<file path="src/core/ctm_pkg.sv">
// Package for the dual channel capture/compare timer: map, fields, codes
package ctm_pkg;
   // ==========================================================
   // Register map (byte addresses)
   localparam logic [11:0] ADDR_START   = 12'h000;
   localparam logic [11:0] ADDR_MODE    = 12'h004;
   localparam logic [11:0] ADDR_OUTDIS  = 12'h008;
   localparam logic [11:0] ADDR_CUTOFF  = 12'h00c;
   localparam logic [2:0]  CH_BLK0      = 3'h1;    // paddr[7:5] of channel 0
   localparam logic [2:0]  CH_BLK1      = 3'h2;    // paddr[7:5] of channel 1
   // Word index inside a channel block
   localparam logic [2:0]  IDX_CTRL     = 3'h0;
   localparam logic [2:0]  IDX_IO       = 3'h1;
   localparam logic [2:0]  IDX_STATUS   = 3'h2;
   localparam logic [2:0]  IDX_CNT      = 3'h3;
   localparam logic [2:0]  IDX_GRA      = 3'h4;    // A..D follow at 4..7
   // ==========================================================
   // Field codes and reset values
   localparam logic [2:0]  CLR_FREE     = 3'h0;
   localparam logic [2:0]  CLR_ON_A     = 3'h1;
   localparam logic [2:0]  CLR_ON_B     = 3'h2;
   localparam logic [2:0]  CLR_SYNC     = 3'h3;
   localparam logic [15:0] CNT_ZERO     = 16'h0000;
   localparam logic [15:0] CNT_MAX      = 16'hffff;
   localparam logic [7:0]  OUTDIS_RST   = 8'hff;
   localparam logic [7:0]  OUTDIS_ALL   = 8'hff;
   localparam int          FILT_SAMPLES = 3;
   localparam logic [2:0]  FILT_ONES    = 3'h7;
   // ==========================================================
   // Types
   typedef enum logic [1:0] {
      CMB_TIMER = 2'b00,   // Timer mode, per-pin capture or compare
      CMB_RSYNC = 2'b01,   // Reset synchronous PWM
      CMB_COMPL = 2'b10,   // Complementary PWM
      CMB_PWM3  = 2'b11    // Fixed period two-output PWM
   } ctm_cmb_e;
   typedef struct packed {
      logic [1:0] rsv;
      logic       osc_sel;     // Channel 0 A only: slow oscillator trigger
      logic       filt_en;     // Three-sample digital filter
      logic       reg_func;    // c/d_register_function
      logic       cap_mode;    // a/b/c/d_capture_select: 1 = input capture
      logic [1:0] edge_sel;    // 00 rising, 01 falling, 1x both
   } ctm_pin_cfg_s;
   typedef struct packed {
      ctm_cmb_e   cmb;
      logic [1:0] bfd;         // buffer_d_enable per channel
      logic [1:0] bfc;         // buffer_c_enable per channel
      logic       sync;
   } ctm_mode_s;
   typedef struct packed {
      logic       psel;
      logic       penable;
      logic       pwrite;
      logic [11:0] paddr;
      logic [31:0] pwdata;
   } ctm_apb_req_s;
endpackage

</file>
<file path="src/core/ctm_top.sv">
// Dual channel 16-bit capture/compare timer with APB register access
//
// Overview of operation
// - Register C buffers A, D buffers B
// - Capture with buffer: old A/B into C/D
// - Compare match loads A/B from buffer
// - Reset sync PWM: transfer on channel 0 A match
// - Complementary PWM: B0,A1,B1 on A0 match/underflow
// - PWM3: A0 match loads A/B of both
// - Buffered C/D flags set on their own pin edge
// - Buffered C/D flags set on compare match
// - Synchronous counter write loads both counters
// - Clear code 011b follows other channel's clear
// - Clear code 001b clears on A capture or A compare match
// - Pin drives waveform only while disable is 0
// - Low cutoff pin sets all output disables
// - Cutoff reaches pins within 1 to 2 cycles
// - Valid pin edge captures counter into register
// - Channel 0 A may capture on slow oscillator
// - Counter increments per tick (channel 1 decrements in complementary PWM), wraps at 65536
// - Start bit runs; 0 stops when stop-select set
// - Request on capture, compare match, oscillator trigger, overflow
// - Edge select; filter needs 3 matching samples
//
// The APB slave port and the placing of the registers were decided locally.
`timescale 1ns/10ps
`default_nettype none
module ctm_top (
   input  wire logic        clk,
   input  wire logic        reset,
   input  wire logic        psel,
   input  wire logic        penable,
   input  wire logic        pwrite,
   input  wire logic [11:0] paddr,
   input  wire logic [31:0] pwdata,
   output logic      [31:0] prdata,
   output logic             pready,
   output logic             pslverr,
   input  wire logic [7:0]  timer_io_pin_in,
   output logic      [7:0]  timer_io_pin_out,
   output logic      [7:0]  timer_io_pin_oe_n,
   input  wire logic        cutoff_interrupt_pin_n,
   input  wire logic        slow_osc_trigger,
   output logic      [1:0]  irq_req
);
   // ==========================================================
   // Helpers
   function automatic logic edge_hit(input logic [1:0] sel, input logic rise,
                                     input logic fall);
      edge_hit = sel[1] ? (rise | fall) : (sel[0] ? fall : rise);
   endfunction

   function automatic logic tick_due(input logic [1:0] div, input logic [2:0] pres);
      logic [2:0] mask;
      mask = 3'((4'h1 << div) - 4'h1);
      tick_due = ((pres & mask) == mask);
   endfunction

   // ==========================================================
   // State
   ctm_pkg::ctm_apb_req_s          req;
   ctm_pkg::ctm_mode_s             mode_r, mode_nxt;
   logic [1:0]                     start_r, start_nxt;
   logic [1:0]                     stopsel_r, stopsel_nxt;
   logic [7:0]                     outdis_r, outdis_nxt;
   logic                           cut_en_r, cut_en_nxt;
   logic [1:0][4:0]                ctrl_r, ctrl_nxt;
   logic [1:0][31:0]               io_r, io_nxt;
   logic [1:0][4:0]                flag_r, flag_nxt;
   logic [1:0][15:0]               cnt_r, cnt_nxt;
   logic [1:0][3:0][15:0]          gr_r, gr_nxt;
   logic [7:0]                     wave_r, wave_nxt;
   logic [7:0][1:0]                hist_r;
   logic [7:0]                     lvl_r, lvl_nxt;
   logic                           osc_r;
   logic [2:0]                     pres_r;
   logic [31:0]                    rdata_nxt;
   logic                           err_nxt;

   // ==========================================================
   // Bus decode; zero wait states, answer in the first access cycle
   assign req = '{psel: psel, penable: penable, pwrite: pwrite,
                  paddr: paddr, pwdata: pwdata};
   wire       setup_ph = req.psel & ~req.penable;
   wire       wr_take  = req.psel & req.penable & pready & req.pwrite & ~pslverr;
   wire [2:0] blk      = req.paddr[7:5];
   wire [2:0] widx     = req.paddr[4:2];
   wire       glob_hit = (req.paddr[11:4] == 8'h00);
   wire       ch_hit   = (req.paddr[11:8] == 4'h0) &&
                         (blk == ctm_pkg::CH_BLK0 || blk == ctm_pkg::CH_BLK1);
   wire       ch_sel   = (blk == ctm_pkg::CH_BLK1);
   wire       unmapped = ~(glob_hit | ch_hit) | (req.paddr[1:0] != 2'b00);

   // ==========================================================
   // Pin sampling, filter and edge detection
   wire osc_edge = slow_osc_trigger ^ osc_r;
   logic [7:0] rise, fall;
   ctm_pkg::ctm_pin_cfg_s cfg [8];
   always_comb begin
      for (int p = 0; p < 8; p++) begin
         cfg[p] = ctm_pkg::ctm_pin_cfg_s'(io_r[p/4][(p%4)*8 +: 8]);
         // A level counts only once three samples agree
         if (cfg[p].filt_en)
            lvl_nxt[p] = ({hist_r[p], timer_io_pin_in[p]} == ctm_pkg::FILT_ONES) ? 1'b1 :
                         ({hist_r[p], timer_io_pin_in[p]} == 3'h0) ? 1'b0 : lvl_r[p];
         else
            lvl_nxt[p] = timer_io_pin_in[p];
         rise[p] = lvl_nxt[p] & ~lvl_r[p];
         fall[p] = ~lvl_nxt[p] & lvl_r[p];
      end
   end

   // ==========================================================
   // Events per channel and per general register
   logic [1:0][3:0] cap_ev, match;
   logic [1:0]      tick, own_clr, clr, ovf, unf, down;
   always_comb begin
      for (int c = 0; c < 2; c++) begin
         tick[c] = start_r[c] & tick_due(ctrl_r[c][4:3], pres_r);
         down[c] = (c == 1) && (mode_r.cmb == ctm_pkg::CMB_COMPL);
         for (int j = 0; j < 4; j++) begin
            if (c == 0 && j == 0 && cfg[0].osc_sel)
               cap_ev[c][j] = cfg[0].cap_mode & osc_edge;
            else
               cap_ev[c][j] = cfg[c*4+j].cap_mode &
                              edge_hit(cfg[c*4+j].edge_sel, rise[c*4+j], fall[c*4+j]);
            match[c][j] = ~cfg[c*4+j].cap_mode & tick[c] & (cnt_r[c] == gr_r[c][j]);
         end
         own_clr[c] = (ctrl_r[c][2:0] == ctm_pkg::CLR_ON_A && (cap_ev[c][0] | match[c][0])) ||
                      (ctrl_r[c][2:0] == ctm_pkg::CLR_ON_B && (cap_ev[c][1] | match[c][1]));
         ovf[c] = tick[c] & ~down[c] & (cnt_r[c] == ctm_pkg::CNT_MAX);
         unf[c] = tick[c] & down[c] & (cnt_r[c] == ctm_pkg::CNT_ZERO);
      end
      // Synchronous clear follows only the partner's own clear, avoiding a loop
      for (int c = 0; c < 2; c++)
         clr[c] = own_clr[c] | (mode_r.sync && ctrl_r[c][2:0] == ctm_pkg::CLR_SYNC &&
                                own_clr[1-c]);
   end

   // Channel 0 A match drives the combined-mode transfers
   wire m0a = match[0][0];

   // Hardware set events per status bit; a software clear never hides one
   wire [1:0][4:0] flag_set = {ovf[1], cap_ev[1] | match[1], ovf[0], cap_ev[0] | match[0]};

   // ==========================================================
   // Next state of counters, general registers and flags
   logic [1:0] bufsel [2];
   logic       xfer;
   always_comb begin
      gr_nxt   = gr_r;
      cnt_nxt  = cnt_r;
      flag_nxt = flag_r;
      wave_nxt = wave_r;
      start_nxt = start_r;
      xfer = 1'b0;
      for (int c = 0; c < 2; c++) begin
         bufsel[c] = {mode_r.bfd[c], mode_r.bfc[c]};
         // Capture: buffer takes the old value first
         for (int j = 0; j < 2; j++) begin
            if (cap_ev[c][j]) begin
               if (bufsel[c][j])
                  gr_nxt[c][j+2] = gr_r[c][j];
               gr_nxt[c][j] = cnt_r[c];
            end
         end
         for (int j = 2; j < 4; j++)
            if (cap_ev[c][j] && !bufsel[c][j-2])
               gr_nxt[c][j] = cnt_r[c];
         // Compare transfers from buffer, timing set by the combined mode
         for (int j = 0; j < 2; j++) begin
            unique case (mode_r.cmb)
               ctm_pkg::CMB_TIMER: xfer = match[c][j];
               ctm_pkg::CMB_RSYNC: xfer = m0a;
               ctm_pkg::CMB_COMPL: xfer = (m0a | unf[1]) && !(c == 0 && j == 0);
               ctm_pkg::CMB_PWM3:  xfer = m0a;
            endcase
            if (xfer && bufsel[c][j] && !cfg[c*4+j].cap_mode)
               gr_nxt[c][j] = gr_r[c][j+2];
         end
         // Flags: C/D set on their own pin edge or their own match
         for (int j = 0; j < 4; j++) begin
            if (cap_ev[c][j] | match[c][j])
               flag_nxt[c][j] = 1'b1;
            if (match[c][j])
               wave_nxt[c*4+j] = ~wave_r[c*4+j];
         end
         if (ovf[c])
            flag_nxt[c][4] = 1'b1;
         // Counter: clear beats count
         if (clr[c])
            cnt_nxt[c] = ctm_pkg::CNT_ZERO;
         else if (tick[c])
            cnt_nxt[c] = down[c] ? cnt_r[c] - 16'h0001 : cnt_r[c] + 16'h0001;
         // Stop on A match when stop-select is 0 in compare use
         if (!stopsel_r[c] && match[c][0])
            start_nxt[c] = 1'b0;
      end
      // Software writes
      if (wr_take && ch_hit) begin
         if (widx == ctm_pkg::IDX_CNT) begin
            cnt_nxt[ch_sel] = req.pwdata[15:0];
            if (mode_r.sync)
               cnt_nxt[~ch_sel] = req.pwdata[15:0];
         end
         if (widx >= ctm_pkg::IDX_GRA)
            gr_nxt[ch_sel][widx[1:0]] = req.pwdata[15:0];
         // Write 0 clears a flag unless hardware sets it in this cycle
         if (widx == ctm_pkg::IDX_STATUS)
            for (int k = 0; k < 5; k++)
               if (!req.pwdata[k] && !flag_set[ch_sel][k])
                  flag_nxt[ch_sel][k] = 1'b0;
      end
      if (wr_take && glob_hit && req.paddr[3:0] == ctm_pkg::ADDR_START[3:0])
         for (int c = 0; c < 2; c++) begin
            if (req.pwdata[c])
               start_nxt[c] = 1'b1;
            else if (req.pwdata[c+2])
               start_nxt[c] = 1'b0;
         end
   end

   // ==========================================================
   // Configuration writes and forced cutoff
   always_comb begin
      mode_nxt    = mode_r;
      stopsel_nxt = stopsel_r;
      outdis_nxt  = outdis_r;
      cut_en_nxt  = cut_en_r;
      ctrl_nxt    = ctrl_r;
      io_nxt      = io_r;
      if (wr_take && glob_hit) begin
         unique case (req.paddr[3:0])
            ctm_pkg::ADDR_START[3:0]:  stopsel_nxt = req.pwdata[3:2];
            ctm_pkg::ADDR_MODE[3:0]:   mode_nxt = ctm_pkg::ctm_mode_s'(req.pwdata[6:0]);
            ctm_pkg::ADDR_OUTDIS[3:0]: outdis_nxt = req.pwdata[7:0];
            ctm_pkg::ADDR_CUTOFF[3:0]: cut_en_nxt = req.pwdata[0];
            default: ;
         endcase
      end
      if (wr_take && ch_hit && widx == ctm_pkg::IDX_CTRL)
         ctrl_nxt[ch_sel] = req.pwdata[4:0];
      if (wr_take && ch_hit && widx == ctm_pkg::IDX_IO)
         io_nxt[ch_sel] = req.pwdata;
      // Cutoff overrides a software write of the output disables in the same cycle
      if (cut_en_r && !cutoff_interrupt_pin_n)
         outdis_nxt = ctm_pkg::OUTDIS_ALL;
   end

   // ==========================================================
   // Read data
   always_comb begin
      rdata_nxt = 32'h0000_0000;
      err_nxt   = unmapped;
      // A refused read returns zero, even inside a mapped block
      if (glob_hit && !unmapped) begin
         unique case (req.paddr[3:0])
            ctm_pkg::ADDR_START[3:0]:  rdata_nxt = {28'h0, stopsel_r, start_r};
            ctm_pkg::ADDR_MODE[3:0]:   rdata_nxt = {25'h0, mode_r};
            ctm_pkg::ADDR_OUTDIS[3:0]: rdata_nxt = {24'h0, outdis_r};
            ctm_pkg::ADDR_CUTOFF[3:0]: rdata_nxt = {31'h0, cut_en_r};
            default: ;
         endcase
      end else if (ch_hit && !unmapped) begin
         unique case (widx)
            ctm_pkg::IDX_CTRL:   rdata_nxt = {27'h0, ctrl_r[ch_sel]};
            ctm_pkg::IDX_IO:     rdata_nxt = io_r[ch_sel];
            ctm_pkg::IDX_STATUS: rdata_nxt = {27'h0, flag_r[ch_sel]};
            ctm_pkg::IDX_CNT:    rdata_nxt = {16'h0, cnt_r[ch_sel]};
            default:             rdata_nxt = {16'h0, gr_r[ch_sel][widx[1:0]]};
         endcase
      end
   end

   // ==========================================================
   // Registers
   always_ff @(posedge clk) begin
      if (reset) begin
         mode_r    <= '0;
         start_r   <= '0;
         stopsel_r <= '0;
         outdis_r  <= ctm_pkg::OUTDIS_RST;
         cut_en_r  <= 1'b0;
         ctrl_r    <= '0;
         io_r      <= '0;
         flag_r    <= '0;
         cnt_r     <= '0;
         gr_r      <= '0;
         wave_r    <= '0;
      end else begin
         mode_r    <= mode_nxt;
         start_r   <= start_nxt;
         stopsel_r <= stopsel_nxt;
         outdis_r  <= outdis_nxt;
         cut_en_r  <= cut_en_nxt;
         ctrl_r    <= ctrl_nxt;
         io_r      <= io_nxt;
         flag_r    <= flag_nxt;
         cnt_r     <= cnt_nxt;
         gr_r      <= gr_nxt;
         wave_r    <= wave_nxt;
      end
   end

   // Sampling history, prescaler and oscillator edge memory
   always_ff @(posedge clk) begin
      if (reset) begin
         hist_r <= '0;
         lvl_r  <= '0;
         osc_r  <= 1'b0;
         pres_r <= '0;
      end else begin
         for (int p = 0; p < 8; p++)
            hist_r[p] <= {hist_r[p][0], timer_io_pin_in[p]};
         lvl_r  <= lvl_nxt;
         osc_r  <= slow_osc_trigger;
         pres_r <= pres_r + 3'h1;
      end
   end

   // Bus answer: ready in the first access cycle, data captured at setup
   always_ff @(posedge clk) begin
      if (reset) begin
         pready  <= 1'b0;
         prdata  <= '0;
         pslverr <= 1'b0;
      end else begin
         pready  <= setup_ph;
         pslverr <= setup_ph & err_nxt;
         if (setup_ph)
            prdata <= rdata_nxt;
      end
   end

   // Pins and requests; the disable bit is one flop ahead of the pin enable,
   // so a low cutoff pin shows at the pins on the second edge
   always_ff @(posedge clk) begin
      if (reset) begin
         timer_io_pin_out  <= '0;
         timer_io_pin_oe_n <= '1;
         irq_req           <= '0;
      end else begin
         for (int p = 0; p < 8; p++)
            timer_io_pin_oe_n[p] <= outdis_r[p] | cfg[p].cap_mode;
         timer_io_pin_out <= wave_r;
         for (int c = 0; c < 2; c++)
            irq_req[c] <= (|cap_ev[c]) | (|match[c]) | ovf[c];
      end
   end
endmodule
`default_nettype wire

</file>
<file path="config.mk">
export PLATFORM = sky130hd
export DESIGN_NAME = ctm_top
export DESIGN_NICKNAME = d
export VERILOG_FILES = /design/src/core/ctm_pkg.sv /design/src/core/ctm_top.sv
export SDC_FILE = /design/constraint.sdc
export NUM_CORES = 1
export LEC_CHECK = 0
export ABC_CLOCK_PERIOD_IN_PS = 7900
export BUFFER_PORTS_ARGS = -buffer_cell sky130_fd_sc_hd__buf_2
export CAP_MARGIN = 20
export CELL_PAD_IN_SITES_DETAIL_PLACEMENT = 0
export CELL_PAD_IN_SITES_GLOBAL_PLACEMENT = 1
export CORE_AREA = 2 2 203 205
export DETAILED_ROUTE_END_ITERATION = 8
export DIE_AREA = 0 0 205 207
export PLACE_DENSITY_LB_ADDON = 0.1
export SYNTH_ARGS = -nofsm -noshare
export SYNTH_HDL_FRONTEND = slang
export SYNTH_SLANG_ARGS = --single-unit
</file>
<file path="constraint.sdc">
create_clock -name clk -period 7.9 [get_ports clk]
set_input_delay 1.58 -clock clk [delete_from_list [all_inputs] [get_ports clk]]
set_output_delay 1.58 -clock clk [all_outputs]
set_load 0.05 [all_outputs]
</file>
== Yosys cells after proc, flatten, opt, wreduce, memory -nomap -nowiden ==
Cells that the tools add are included.
W data, S select, Z words.

* Output and inout bits: 52
* Logic and storage cells: 482
* Bits in registers: 352

* Bitwise gates (word level): 139
* Mux-type cells: 152
* Add/sub/neg operators: 6
* Shifts and indexed selects: 2
* Reductions and logical operators: 90
* $lt $le $gt $ge: 7
* Equal/unequal tests: 37

{| class="wikitable"
|+ Operators by type and width
! cell !! number
|-
| $mux W16 || 31
|-
| $mux W128 || 2
|-
| $mux W32 || 8
|-
| $mux W64 || 3
|-
| $mux W10 || 15
|-
| $bwmux W128 || 1
|-
| $eq A16 B16 Y1 || 8
|-
| $pmux W32 S4 || 1
|-
| $bwmux W32 || 2
|-
| $bwmux W64 || 1
|-
| $demux W64 S1 || 1
|-
| $mux W1 || 58
|-
| $and A1 B1 Y1 || 54
|-
| $and A10 B10 Y10 || 5
|-
| $not A10 Y10 || 5
|-
| $mux W5 || 8
|-
| $logic_and A1 B1 Y1 || 39
|-
| $not A1 Y1 || 37
|-
| $or A1 B1 Y1 || 33
|-
| $add A16 B1 Y16 const B || 2
|-
| $bmux W16 S2 || 1
|-
| $demux W16 S1 || 2
|-
| $demux W16 S2 || 1
|-
| $demux W32 S1 || 1
|-
| other kinds (41) || 114
|}

== Logic depth before layout (Yosys ltp) ==
* Depth in word-level cells: 34
* Mapped depth: 14
* Depth with buffers taken out: 13

== Least setup slack after synthesis ==
Ideal clock, no wire load.

* Path type: in2reg
* Start point: input timer_io_pin_in[5]
* End point: register gr_r[90] (netlist name)
* Arrival time: 3.631 ns
* Data required time: 7.768 ns
* Setup slack: 4.136 ns
* Cell stages on the path: 13
* Library setup time: 0.132 ns
* Cell sequence: inv_1 > a21oi_1 > a21oi_1 > inv_1 > ha_1 > mux2_2 > o211ai_1 > buf_2 > buf_1 > mux2i_1 > nand2_1 > o211ai_1 > a21oi_1

* Word-level cells in the longest chain between the ends: 14
* Elaborated cells on any way between the ends: 17
* Those cells by class: eq/ne: 1; mux: 10; bitwise: 5; reduce/logical: 1

{| class="wikitable"
|+ Ends and longest elaborated chain
! item !! RTL line !! text
|-
| start: declaration || ctm_top.sv:39 || <nowiki>input wire logic [7:0] timer_io_pin_in,</nowiki>
|-
| $logic_not A3 Y1 || ctm_top.sv:105 || <nowiki>({hist_r[p], timer_io_pin_in[p]} == 3'h0) ? 1'b0 : lvl_r[p];</nowiki>
|-
| $mux W1 || ctm_top.sv:105 ||
|-
| $mux W1 || ctm_top.sv:104 || <nowiki>lvl_nxt[p] = ({hist_r[p], timer_io_pin_in[p]} == ctm_pkg::FILT_ONES) ? 1'b1 :</nowiki>
|-
| $mux W1 * || ctm_top.sv:103 || <nowiki>if (cfg[p].filt_en)</nowiki>
|-
| named net lvl_nxt[5] || ctm_top.sv:74 || <nowiki>logic [7:0] lvl_r, lvl_nxt;</nowiki>
|-
| $not A1 Y1 || ctm_top.sv:109 || <nowiki>fall[p] = ~lvl_nxt[p] & lvl_r[p];</nowiki>
|-
| $and A1 B1 Y1 || ctm_top.sv:109 ||
|-
| $mux W1 or $or A1 B1 Y1 (tied branches) || ctm_top.sv:50 || <nowiki>edge_hit = sel[1] ? (rise | fall) : (sel[0] ? fall : rise);</nowiki>
|-
| $mux W1 * || ctm_top.sv:50 ||
|-
| $and A1 B1 Y1 * || ctm_top.sv:125 || <nowiki>cap_ev[c][j] = cfg[c*4+j].cap_mode &</nowiki>
|-
| $mux W16 * || ctm_top.sv:161 || <nowiki>if (cap_ev[c][j]) begin</nowiki>
|-
| $mux W16 * || ctm_top.sv:178 || <nowiki>if (xfer && bufsel[c][j] && !cfg[c*4+j].cap_mode)</nowiki>
|-
| $bwmux W128 || ctm_top.sv:207 || <nowiki>gr_nxt[ch_sel][widx[1:0]] = req.pwdata[15:0];</nowiki>
|-
| $mux W128 || ctm_top.sv:206 || <nowiki>if (widx >= ctm_pkg::IDX_GRA)</nowiki>
|-
| $mux W128 * || ctm_top.sv:200 || <nowiki>if (wr_take && ch_hit) begin</nowiki>
|-
| end signal: assignment || ctm_top.sv:300 || <nowiki>gr_r <= gr_nxt;</nowiki>
|-
| end: declaration || ctm_top.sv:71 || <nowiki>logic [1:0][3:0][15:0] gr_r, gr_nxt;</nowiki>
|}

The timed path passes the listed nets; every way through them passes the cells marked *.
A chain may end at the register's enable or synchronous reset.

== Worst setup path in the final report ==
* Start point: input timer_io_pin_in[0]
* End point: register cnt_r[30] (netlist name)

* Word-level cells in the longest chain between the ends: 21
* Elaborated cells on any way between the ends: 24
* Those cells by class: eq/ne: 1; mux: 12; bitwise: 7; reduce/logical: 4

{| class="wikitable"
|+ Ends and longest elaborated chain
! item !! RTL line !! text
|-
| $logic_not A3 Y1 || ctm_top.sv:105 ||
|-
| $mux W1 || ctm_top.sv:105 ||
|-
| $mux W1 || ctm_top.sv:104 ||
|-
| $mux W1 * || ctm_top.sv:103 ||
|-
| named net lvl_nxt[0] || ctm_top.sv:74 ||
|-
| $not A1 Y1 || ctm_top.sv:109 ||
|-
| $and A1 B1 Y1 || ctm_top.sv:109 ||
|-
| $mux W1 or $or A1 B1 Y1 (tied branches) || ctm_top.sv:50 ||
|-
| [6 not listed] || -- ||
|-
| $logic_and A1 B1 Y1 * || ctm_top.sv:136 || <nowiki>clr[c] = own_clr[c] | (mode_r.sync && ctrl_r[c][2:0] == ctm_pkg::CLR_SYNC &&</nowiki>
|-
| $or A1 B1 Y1 * || ctm_top.sv:136 ||
|-
| $mux W16 * || ctm_top.sv:191 || <nowiki>if (clr[c])</nowiki>
|-
| $bwmux W32 || ctm_top.sv:202 || <nowiki>cnt_nxt[ch_sel] = req.pwdata[15:0];</nowiki>
|-
| $bwmux W32 || ctm_top.sv:204 || <nowiki>cnt_nxt[~ch_sel] = req.pwdata[15:0];</nowiki>
|-
| $mux W32 || ctm_top.sv:203 || <nowiki>if (mode_r.sync)</nowiki>
|-
| $mux W32 || ctm_top.sv:201 || <nowiki>if (widx == ctm_pkg::IDX_CNT) begin</nowiki>
|-
| $mux W32 * || ctm_top.sv:200 ||
|-
| end signal: assignment || ctm_top.sv:299 || <nowiki>cnt_r <= cnt_nxt;</nowiki>
|-
| end: declaration || ctm_top.sv:70 || <nowiki>logic [1:0][15:0] cnt_r, cnt_nxt;</nowiki>
|}

Marks and branches as above.

==> results.md <==
- Status: completed
- Via count: roughly 19000
- Core Rows: 74
- CP required: between 8000 and 9000 ps
- Root Buffer Master: clkbuf_16
- Pwr dens: 175 nW/um^2
- P_sw: roughly 970 uW
- P_leak: 8.88 nW
- Crit end category: flip-flop
- CTS resizes: 0
- Crit path time final: about 4600 ps
- Slew Limit Fails: 0
- Most common cell after layout, fill and taps aside: nand2_1
- Wire per inst: roughly 27 um
- Peak Freq: between 200 and 250 MHz
- Core Util, Final: roughly 55%
- Yosys warns: 0
- Sequential share of the synthesized area: a little over a third
- Top cells by area, synth: dfxtp_1 (35%), nand2_1 (8.8%), a21oi_1 (7.0%)
- DRT iter0 DRCs: about 2300
- Area Overhead vs Synth: 10.9%
- Final Setup Violations: 0
- Flops & latches, synth: 352
- Clock buffer depth: 3
- Fin crit share: around three fifths
- Final WS setup: 3310 ps
- Share of layout cells above drive strength 1: between 10% and 20%
- Critical path class: in2reg
- Final Cell Area: around 22000 sq um
- Post-synth top area share: a little over a third
- Reg power frac: between 40% and 50%
- Core footprint: about 40000 sq um
- Number of global-route vias before repair: 18200
- Die Area: around 42000 sq um
- Routability Congestion: a little over 1
- Gr ovfl total: 0
- Sw Ratio: between 20% and 30%
- Post-CTS Hold Fix Bufs: 0
- Placed inst area: approximately 21000 sq um
- CTS tree: built
- TritonCTS buffer count: approximately 40
- CP Cell Sequence: buf_2 > inv_1 > a21oi_1 > a21oi_1 > inv_1 > ha_1 > mux2i_1 > mux2i_1 > o211ai_1 > o31a_1 > a2bb2oi_1 > o22a_1 > and3_1 > a22o_1
- HPWL Detailed: ~54 mm
- Crit path launch type: input port
- Clk_skew: 12.9 ps
- Synth area leader: dfxtp_1
- Hold WS: 452 ps
- Clock power frac: between 40% and 50%
- Number of remaining DRC errors: 0
- Clock latency on the worst-skew pair: approximately 580 ps
- CP arrival: about 5100 ps
- Crit-path max FO: 16
- Largest net degree at the start of global routing: 170
- Number of I/O pins: between 100 and 150
- Worst-path clk slew: ~70 ps
- Commonest cells after routing, fill and taps aside: nand2_1 (463), dfxtp_1 (352), a21oi_1 (276)
- Number of synthesized flops with an enable pin: 0
- Hold Path Class: reg2reg
- Initial antenna violation count: 2
- Worst-margin pin slew: roughly 1200 ps
- First-pass GRT wire length: 119 mm
- Unique masters post-synth: 72
- Final wirelength: between 80 and 90 mm
- # Max-Cap Violations: 0
- First drt pass iteration count: 6
- H-tree Lvls: 2
- # Post-CTS Setup Buffers: 0
- Number of nets still failing antenna checks after routing: 0
- Final Hold Vio Count: 0
- Async set-reset flop share out of synthesis: 0%
- GRT Total Usage: a little under two fifths
- Worst path slowest cell: o211ai_1
- Syn Nets: between 2000 and 3000
- Comb power frac: 5.3%
- Post-synth top flop: dfxtp_1
- Die Width: roughly 210 um
- Critical path's largest stage delay: between 700 and 800 ps
- Initial core utilization: between 40 and 50%
- Nets@finish: approximately 2600
- RSZ-0062 raised after global routing: no
- VDD IR max: 0.000173 V
- Clock sinks: 352
- Vias per cell: around 6.4
- P_int: 2.90 mW
- Slew HR: a little over a fifth
- # port buffers: 110
- Die Ht: 207 um
- Pre-CTS setup slack: about 2600 ps
- Avg Cell Area, Syn: about 8 sq um
- TNS Setup: 0 ps
- Syn Std Cell Area: around 20000 sq um
- Cells after Synth: 2456
==> worst paths after layout <==
kind	endpoint	slack, ps	cells past startpoint	start
hold / removal	cfg[53]	450	2	cfg[53]
hold reg to reg	cfg[53]	450	2	cfg[53]
setup reg to reg	cnt_r[30]	3990	13	hist_r[0]
setup / recovery	cnt_r[30]	3310	14	timer_io_pin_in[0]
==> through the flow <==
| stage | instances | power, mW |
|---|---|---|
| after global routing | 3024 | 3.97 |
| after detailed placement | 2945 | 2.03 |
| final | 3025 | 3.87 |
| after floorplan | 2456 | 1.95 |
| after CTS | 3018 | 3.88 |
| after global placement | 2940 | 2.03 |
==> cell usage after synthesis (6+ instances only) <==
cell type,count
mux2i_1,87
or3_1,17
inv_1,40
o21ai_0,87
nand2b_1,9
nor3_1,33
mux4_2,44
ha_1,32
a31oi_1,34
mux2_2,16
dfxtp_1,352
nor2_1,147
a221o_1,15
nand4_1,31
a21o_1,6
nand2_1,464
and3_1,11
buf_1,21
nor4_1,20
xor2_1,82
a211oi_1,31
a22o_1,22
o21ai_1,9
a221oi_1,7
o211ai_1,82
nor2b_1,32
buf_2,50
a21oi_1,276
clkbuf_1,129
xnor2_1,85
a22oi_1,44
nand3_1,60
==> logic make-up (layout without fill, tap and decap cells) <==
family / Yosys count / after routing / synth area share (%)
and+or+nand+nor: 864 / 864 / 19.5
AOI/OAI and AO/OA: 645 / 645 / 20.0
DFF: 352 / 352 / 35.5
buffers and inverters: 247 / 283 / 5.17
xor gates and xnor gates: 167 / 167 / 7.36
muxes: 148 / 148 / 10.4
adders and majority gates: 33 / 33 / 2.12
other: 0 / 1 / 0
==> critical path: cells and delay by family <==
kind / cells / cell delay, ps
buffers and inverters: 3 / 260
AOI/OAI and AO/OA: 7 / 2550
muxes: 2 / 230
adders and majority gates: 1 / 180
and+or+nand+nor: 1 / 290
==> registers in the layout, summed over array words and instances, names as in the netlist <==
register	cells
bufsel	4
cfg	64
cnt_r	32
ctrl_r	10
cut_en_r	1
flag_r	10
gr_r	128
hist_r	16
irq_req	2
lvl_r	8
mode_r	3
osc_r	1
outdis_r	8
prdata	32
pready	1
pres_r	3
pslverr	1
start_r	2
stopsel_r	2
timer_io_pin_oe_n	8
timer_io_pin_out	8
wave_r	8
==> power groups by stage <==
| stage | clock [mW] | sequential [mW] | combinational, mW |
|---|---|---|---|
| 2_1_floorplan | 0 | 1.84 | 0.114 |
| 3_3_place_gp | 0 | 1.83 | 0.199 |
| 3_5_place_dp | 0 | 1.83 | 0.201 |
| 4_1_cts | 1.88 | 1.79 | 0.202 |
| 5_1_grt | 1.96 | 1.79 | 0.216 |
| 6_report | 1.87 | 1.79 | 0.206 |
==> routing by layer <==
layer | wire length [um] | vias up | track usage (%)
met2 | 35300 | 1066 | 57.2
li1 | - | 8727 | -
met3 | 8040 | 254 | 8.86
met5 | 13 | - | 0
met4 | 4800 | 2 | 19.1
met1 | 32100 | 9291 | 49.1
==> cell type report <==
type,instances,area [sq um]
Multi-Input combinational cell,1857,11800
Antenna cell,1,2.50
Inverter,40,150
Clock inverter,17,134
Tap cell,532,666
Clock buffer,56,1150
Fill cell,3870,18300
Sequential cell,352,7050
Timing Repair Buffer,170,1080
(Power assumes the default switching activity.)
